### src/include/wdt_defines.svh
// constants for the watchdog and interval timer channel
// assumes a 40 MHz system clock and a plain strobe register port
`ifndef WDT_DEFINES_SVH
`define WDT_DEFINES_SVH
`define WDT_ADDR_W 3
`define WDT_ADDR_COUNTER 3'h0
`define WDT_ADDR_CTRL 3'h1
`define WDT_ADDR_KEY 3'h2
`define WDT_ADDR_IRQ_STATUS 3'h3
`define WDT_ADDR_IRQ_MASK 3'h4
`define WDT_KEY_DEFAULT 8'h5A
`define WDT_BIT_OVF 7
`define WDT_BIT_MODE 6
`define WDT_BIT_ENABLE 5
`define WDT_BIT_RESERVED 4
`define WDT_BIT_RST_NMI 3
`define WDT_CTRL_RESET 8'h00
`define WDT_CTRL_WMASK 8'h6F
`define WDT_PRESCALE_W 17
`define WDT_IRQ_NMI 0
`define WDT_IRQ_RESET 1
`define WDT_IRQ_INTERVAL 2
`endif

### src/include/wdt_pkg.sv
// types for the watchdog and interval timer channel
// assumes wdt_defines.svh for numeric constants
package wdt_pkg;
  typedef enum logic {
    WDT_KEY_IDLE,
    WDT_KEY_ARMED
  } wdt_key_state_t;

  typedef struct packed {
    logic [16:0] prescale;
    logic [7:0] counter;
    logic ovf;
    logic mode;
    logic enable;
    logic reserved;
    logic rst_nmi;
    logic [2:0] clk_sel;
    logic ovf_seen;
    wdt_key_state_t key_state;
    logic [2:0] irq_status;
    logic [2:0] irq_mask;
    logic [7:0] rd_data;
    logic reset_pulse;
    logic nmi_pulse;
    logic interval_pulse;
  } wdt_state_t;
endpackage : wdt_pkg

### src/verilog/wdt_timer.sv
// watchdog and interval timer channel with key-protected counter and control writes
// assumes one 40 MHz clock, a synchronous reset and a same-domain cpu port
//
// Local design decisions: the address-and-strobe port and the address map.
`timescale 1ns/1ps
`include "wdt_defines.svh"

module wdt_timer #(
  parameter logic [7:0] KEY = `WDT_KEY_DEFAULT
) (
  // clock and reset
  input wire logic sys_clk_in,
  input wire logic rst_in,
  // register port
  input wire logic [`WDT_ADDR_W-1:0] addr_in,
  input wire logic [7:0] wr_data_in,
  input wire logic wr_en_in,
  input wire logic rd_en_in,
  output logic [7:0] rd_data_out,
  // overflow requests
  output logic sys_reset_req_out,
  output logic nmi_req_out,
  output logic interval_overflow_irq_out,
  output logic overflow_reset_n_out,
  // interrupt
  output logic irq_out
);

  wdt_pkg::wdt_state_t st;
  wdt_pkg::wdt_state_t next_st;

  logic tick;
  logic wrap;
  logic key_ok;
  logic wr_counter;
  logic wr_ctrl;
  logic [7:0] ctrl_view;

  // divided tick from the free prescaler
  always_comb begin
    unique case (st.clk_sel)
      3'h0: tick = st.prescale[0:0] == 1'h1;
      3'h1: tick = st.prescale[5:0] == 6'h3F;
      3'h2: tick = st.prescale[6:0] == 7'h7F;
      3'h3: tick = st.prescale[8:0] == 9'h1FF;
      3'h4: tick = st.prescale[10:0] == 11'h7FF;
      3'h5: tick = st.prescale[12:0] == 13'h1FFF;
      3'h6: tick = st.prescale[14:0] == 15'h7FFF;
      3'h7: tick = st.prescale[16:0] == 17'h1FFFF;
    endcase
  end

  assign ctrl_view = {st.ovf, st.mode, st.enable, st.reserved, st.rst_nmi, st.clk_sel};
  assign key_ok = st.key_state == wdt_pkg::WDT_KEY_ARMED;
  assign wr_counter = wr_en_in && addr_in == `WDT_ADDR_COUNTER && key_ok;
  assign wr_ctrl = wr_en_in && addr_in == `WDT_ADDR_CTRL && key_ok;
  assign wrap = st.enable && tick && st.counter == 8'hFF;

  always_comb begin
    next_st = st;
    next_st.reset_pulse = 1'b0;
    next_st.nmi_pulse = 1'b0;
    next_st.interval_pulse = 1'b0;
    next_st.prescale = st.prescale + 17'h00001;
    // key arms one following write
    if (wr_en_in && addr_in == `WDT_ADDR_KEY) begin
      next_st.key_state = (wr_data_in == KEY) ? wdt_pkg::WDT_KEY_ARMED
                                              : wdt_pkg::WDT_KEY_IDLE;
    end else if (wr_en_in) begin
      next_st.key_state = wdt_pkg::WDT_KEY_IDLE;
    end
    // read data and read-side effects
    next_st.rd_data = 8'h00;
    if (rd_en_in) begin
      unique case (addr_in)
        `WDT_ADDR_COUNTER: next_st.rd_data = st.counter;
        `WDT_ADDR_CTRL: begin
          next_st.rd_data = ctrl_view;
          if (st.ovf) next_st.ovf_seen = 1'b1;
        end
        `WDT_ADDR_KEY: next_st.rd_data = {7'h00, key_ok};
        `WDT_ADDR_IRQ_STATUS: begin
          next_st.rd_data = {5'h00, st.irq_status};
          next_st.irq_status = 3'h0;
        end
        `WDT_ADDR_IRQ_MASK: next_st.rd_data = {5'h00, st.irq_mask};
        default: next_st.rd_data = 8'h00;
      endcase
    end
    if (wr_en_in && addr_in == `WDT_ADDR_IRQ_MASK) begin
      next_st.irq_mask = wr_data_in[2:0];
    end
    // control register write
    if (wr_ctrl) begin
      next_st.mode = wr_data_in[`WDT_BIT_MODE];
      next_st.enable = wr_data_in[`WDT_BIT_ENABLE];
      next_st.reserved = wr_data_in[`WDT_BIT_RESERVED];
      next_st.rst_nmi = wr_data_in[`WDT_BIT_RST_NMI];
      next_st.clk_sel = wr_data_in[2:0];
      // a zero after a seen-set read clears, as does any write with enable low; otherwise the bit is ignored
      if (!wr_data_in[`WDT_BIT_OVF] && st.ovf_seen) begin
        next_st.ovf = 1'b0;
        next_st.ovf_seen = 1'b0;
      end
      if (!wr_data_in[`WDT_BIT_ENABLE]) begin
        next_st.ovf = 1'b0;
        next_st.ovf_seen = 1'b0;
      end
    end
    // counter
    if (!next_st.enable) begin
      next_st.counter = 8'h00;
    end else if (wr_counter) begin
      next_st.counter = wr_data_in;
    end else if (st.enable && tick) begin
      next_st.counter = st.counter + 8'h01;
    end
    // overflow event: set wins over clear
    if (wrap) begin
      next_st.ovf = 1'b1;
      next_st.ovf_seen = 1'b0;
      if (st.mode) begin
        if (st.rst_nmi) begin
          next_st.reset_pulse = 1'b1;
          next_st.irq_status[`WDT_IRQ_RESET] = 1'b1;
        end else begin
          next_st.nmi_pulse = 1'b1;
          next_st.irq_status[`WDT_IRQ_NMI] = 1'b1;
        end
      end else begin
        next_st.interval_pulse = 1'b1;
        next_st.irq_status[`WDT_IRQ_INTERVAL] = 1'b1;
      end
    end
    // internal reset clears the flag it caused
    if (st.reset_pulse) begin
      next_st.ovf = 1'b0;
      next_st.ovf_seen = 1'b0;
    end
  end

  always_ff @(posedge sys_clk_in) begin
    if (rst_in) begin
      st <= '0;
    end else begin
      st <= next_st;
    end
  end

  assign rd_data_out = st.rd_data;
  assign sys_reset_req_out = st.reset_pulse;
  assign nmi_req_out = st.nmi_pulse;
  assign interval_overflow_irq_out = st.interval_pulse;
  assign overflow_reset_n_out = ~st.reset_pulse;
  assign irq_out = |(st.irq_status & st.irq_mask);

endmodule : wdt_timer

### config.mk
export PLATFORM = sky130hd
export DESIGN_NAME = wdt_timer
export DESIGN_NICKNAME = d
export VERILOG_FILES = /design/src/include/wdt_pkg.sv /design/src/verilog/wdt_timer.sv
export VERILOG_INCLUDE_DIRS = /design/src /design/src/include
export SDC_FILE = /design/constraint.sdc
export NUM_CORES = 1
export LEC_CHECK = 0
export ABC_AREA = 0
export BUFFER_PORTS_ARGS = -buffer_cell sky130_fd_sc_hd__buf_2
export CAP_MARGIN = 15
export CORE_MARGIN = 2
export CORE_UTILIZATION = 57
export DETAILED_ROUTE_END_ITERATION = 8
export PLACE_DENSITY = 0.86
export SYNTH_ARGS = -nofsm -noshare
export SYNTH_HDL_FRONTEND = slang
export SYNTH_SLANG_ARGS = --single-unit
### constraint.sdc
create_clock -name sys_clk_in -period 2.5 [get_ports sys_clk_in]
set_input_delay 0.125 -clock sys_clk_in [delete_from_list [all_inputs] [get_ports sys_clk_in]]
set_output_delay 0.125 -clock sys_clk_in [all_outputs]
set_load 0.005 [all_outputs]
==> run_results.csv <==
group,metric,value,unit
sta,setup_viol_count_final,0,
global_route,antenna_found_initial,0,
detailed_routing,remaining_drc_errors,0,
yosys,yosysSeqAreaShare,0.423,
setup_path,criticalPathCategory,"reg2reg",
cells_and_area,final_nets,315,
yosys,synth_top_family_by_area,"simple AND/OR/NAND/NOR gates",
yosys,synth_top_cell_area_share,0.423,
outcome,status,"complete, no violations",
cts,post_cts_buffers,0,
yosys,synth_edf_count,0,
detailed_routing,post_drt_wl_per_cell,14.8,µm
sta,fmaxAchievable,431,MHz
yosys,ys_ff_latch,52,
yosys,syn_area_per_cell,8.89,µm²
detailed_routing,first_iter_violations,110,
global_route,grt_pass1_wl,8890,µm
detailed_routing,drt-total-wl,5150,µm
die,die_h,69.7,µm
sta,skew,8.18,ps
sta,tightest_slew,631,ps
yosys,synthArstFlopShare,0,
detailed_routing,vias,2028,
die,die_area,4860,µm²
placed_design,placed_cells,339,
cts,numCtsBuffers,5,
cts,cts-root-buf,"clkbuf_8",
yosys,syn_inst,277,
setup_path,r2r_cells,12,
cells_and_area,fin_cells,347,
pwr,leakagePower,1.09,nW
yosys,synth_compound_area_frac,0.132,
setup_path,cp.arrival,2540,ps
setup_path,rr_endpoint,"st[31]",
sta,layout_setup_ws,181,ps
setup_path,r2r_setup_slack,180,ps
setup_path,critPathMaxFanout,8,
pwr,max-vdd-ir-drop,0.328,mV
hold_path,whs_path_depth,3,
sta,whs,79.2,ps
cts,clock_sinks,52,
die,start_util,0.603,
yosys,synth_area,2460,µm²
global_route,grt_start_max_net_pins,19,
yosys,yosysUniqueCellTypes,49,
yosys,synth_common_cells,"52 x dfxtp_1, 47 x nor2_1, 20 x mux2i_1",
die,ios,28,
cts,cts-resized-gates,0,
placed_design,gp_congestion,0.868,
sta,final_hold_viol_count,0,
global_route,grt_pass1_vias,1937,
sta,period_share,0.927,
placed_design,io_buffers,27,
cts,insertion_delay,300,ps
yosys,synth_xor_xnor_area_share,0.0569,
yosys,ys.flop_type,"dfxtp_1",
hold_path,hold_start,"wr_data_in[6]",
global_route,grt_usage,0.224,
cts,clk_pin_slew,90,ps
detailed_routing,dr.pass1.iters,5,
hold_path,holdCritPathClass,"in2reg",
yosys,yosysWarnings,0,
yosys,yosys.area_share.simple,0.220,
yosys,synthTopCellsByArea,"dfxtp_1 42%, mux2i_1 8.1%, nor2_1 7.2%, xnor2_1 3.6%, nand2_1 2.7%",
detailed_routing,vias_per_cell,5.84,
cells_and_area,final_util,0.663,
cells_and_area,area_growth,10.0,%
die,core,4090,µm²
yosys,synth_adder_area_share,0.0203,
yosys,yosysMostFrequentCell,"dfxtp_1",
detailed_routing,drtAntennaViolNets,0,
yosys,synth.largest_area_cell,"dfxtp_1",
cts,cts_buffer_depth,2,
job,maxCapViolCount,0,
sta,slew_viol_final,0,
cts,holdBufCountCts,0,
cells_and_area,diodes,0,
yosys,syn-num-nets,296,
setup_path,worst_ep_required_time,2720,ps
cts,ctsHtreeMaxLevel,2,
global_route,grt-ovfl-total,0,
die,die_x,69.7,µm
sta,slew_headroom,0.578,
pwr,power_density,539,nW/µm²
setup_path,start_kind,"flip-flop",
hold_path,hold_end,"ctrl_view[6]",
placed_design,hpwlAfterDp,3640,µm
sta,fin_crit,2320,ps
die,num_rows,23,
cts,cts_tree,"yes",
pwr,finalPower,1.46,mW
setup_path,timing.rr.start,"st[35]",
cells_and_area,drive_gt1_frac,0.172,
setup_path,endpoint_kind,"flip-flop",
placed_design,dp_slack,92.7,ps
yosys,muxShareOfSynthArea,0.0904,
## cell usage in the layout, fill, tap and decap left out, types with 3 or more instances in the layout
| cell type | instances |
|---|---|
| mux2i_1 | 20 |
| ha_1 | 3 |
| inv_1 | 10 |
| nor3_1 | 3 |
| a21oi_1 | 12 |
| a31oi_1 | 3 |
| dfxtp_1 | 51 |
| clkbuf_8 | 5 |
| a211oi_1 | 6 |
| buf_2 | 27 |
| nand2b_1 | 5 |
| buf_4 | 4 |
| and3_1 | 3 |
| nor2_1 | 47 |
| nand4_1 | 6 |
| nand3_1 | 8 |
| xor2_1 | 6 |
| nor2b_1 | 3 |
| xnor2_1 | 10 |
| nand2_1 | 17 |
| o21ai_1 | 3 |
| or3_1 | 4 |
| o21ai_0 | 4 |
## cells by family after synthesis
family	Yosys count
AO/OA/AOI/OAI	46
XOR/XNOR	16
adder cells (fa/ha/maj)	4
buffers and inverters	29
flip-flops	52
multiplexers	22
AND/OR/NAND/NOR	108
## stage by stage
| stage | area (µm²) | setup TNS (ps) |
|---|---|---|
| 6_report | 2710 | 0 |
| 5_1_grt | 2710 | -2.78 |
| 4_1_cts | 2690 | 0 |
| 3_5_place_dp | 2590 | 0 |
| 3_3_place_gp | 2590 | 0 |
| 2_1_floorplan | 2460 | 0 |
## area by class of cell
class	count	area (µm²)
clock inverters	2	35.0
inverters	10	37.5
repair buffers	31	165
well taps	50	62.6
fillers	341	1380
multi-input cells	196	1290
clock buffers	6	72.6
flip-flops and latches	52	1040
## critical path, cell delays in order (launching register included)
cell	delay, ps
dfxtp_4	380
ha_2	210
nand3_2	150
nor3_4	210
and3_1	180
ha_1	130
mux2i_1	60
nor2_1	130
a221oi_2	50
buf_4	180
a211oi_2	210
xnor2_1	100
a211oi_1	250
## worst max path at each step
stage,to,depth (start not counted),slack (ps),from
final,st[31],12,180,st[35]
after floorplan,st[14],11,210,st[35]
after CTS,st[33],12,30,st[35]
after global routing,st[33],12,-3,st[36]
after detailed placement,st[15],12,90,st[35]
after global placement,st[14],12,220,st[35]
## metal layers
layer / wire length, µm / vias up / GRT usage
met5: 0 / - / 0
met4: 149 / 0 / 0.103
met3: 242 / 16 / 0.0392
met2: 2490 / 71 / 0.388
met1: 2270 / 946 / 0.270
li1: - / 995 / -
## where the power goes
part           switching (mW)  internal [mW]  total (mW)  leakage, nW
Combinational          0.0382         0.0222      0.0604        0.615
Sequential            0.00574          0.833       0.838        0.420
Clock                   0.265          0.297       0.562       0.0552
## registers in the layout (all words and copies together), names as in the netlist
name                       flops
rd_data_out                    8
nmi_req_out                    1
sys_reset_req_out              1
ctrl_view                      8
key_ok                         1
st                            32
interval_overflow_irq_out      1
Power figures use the tool's default switching activity.
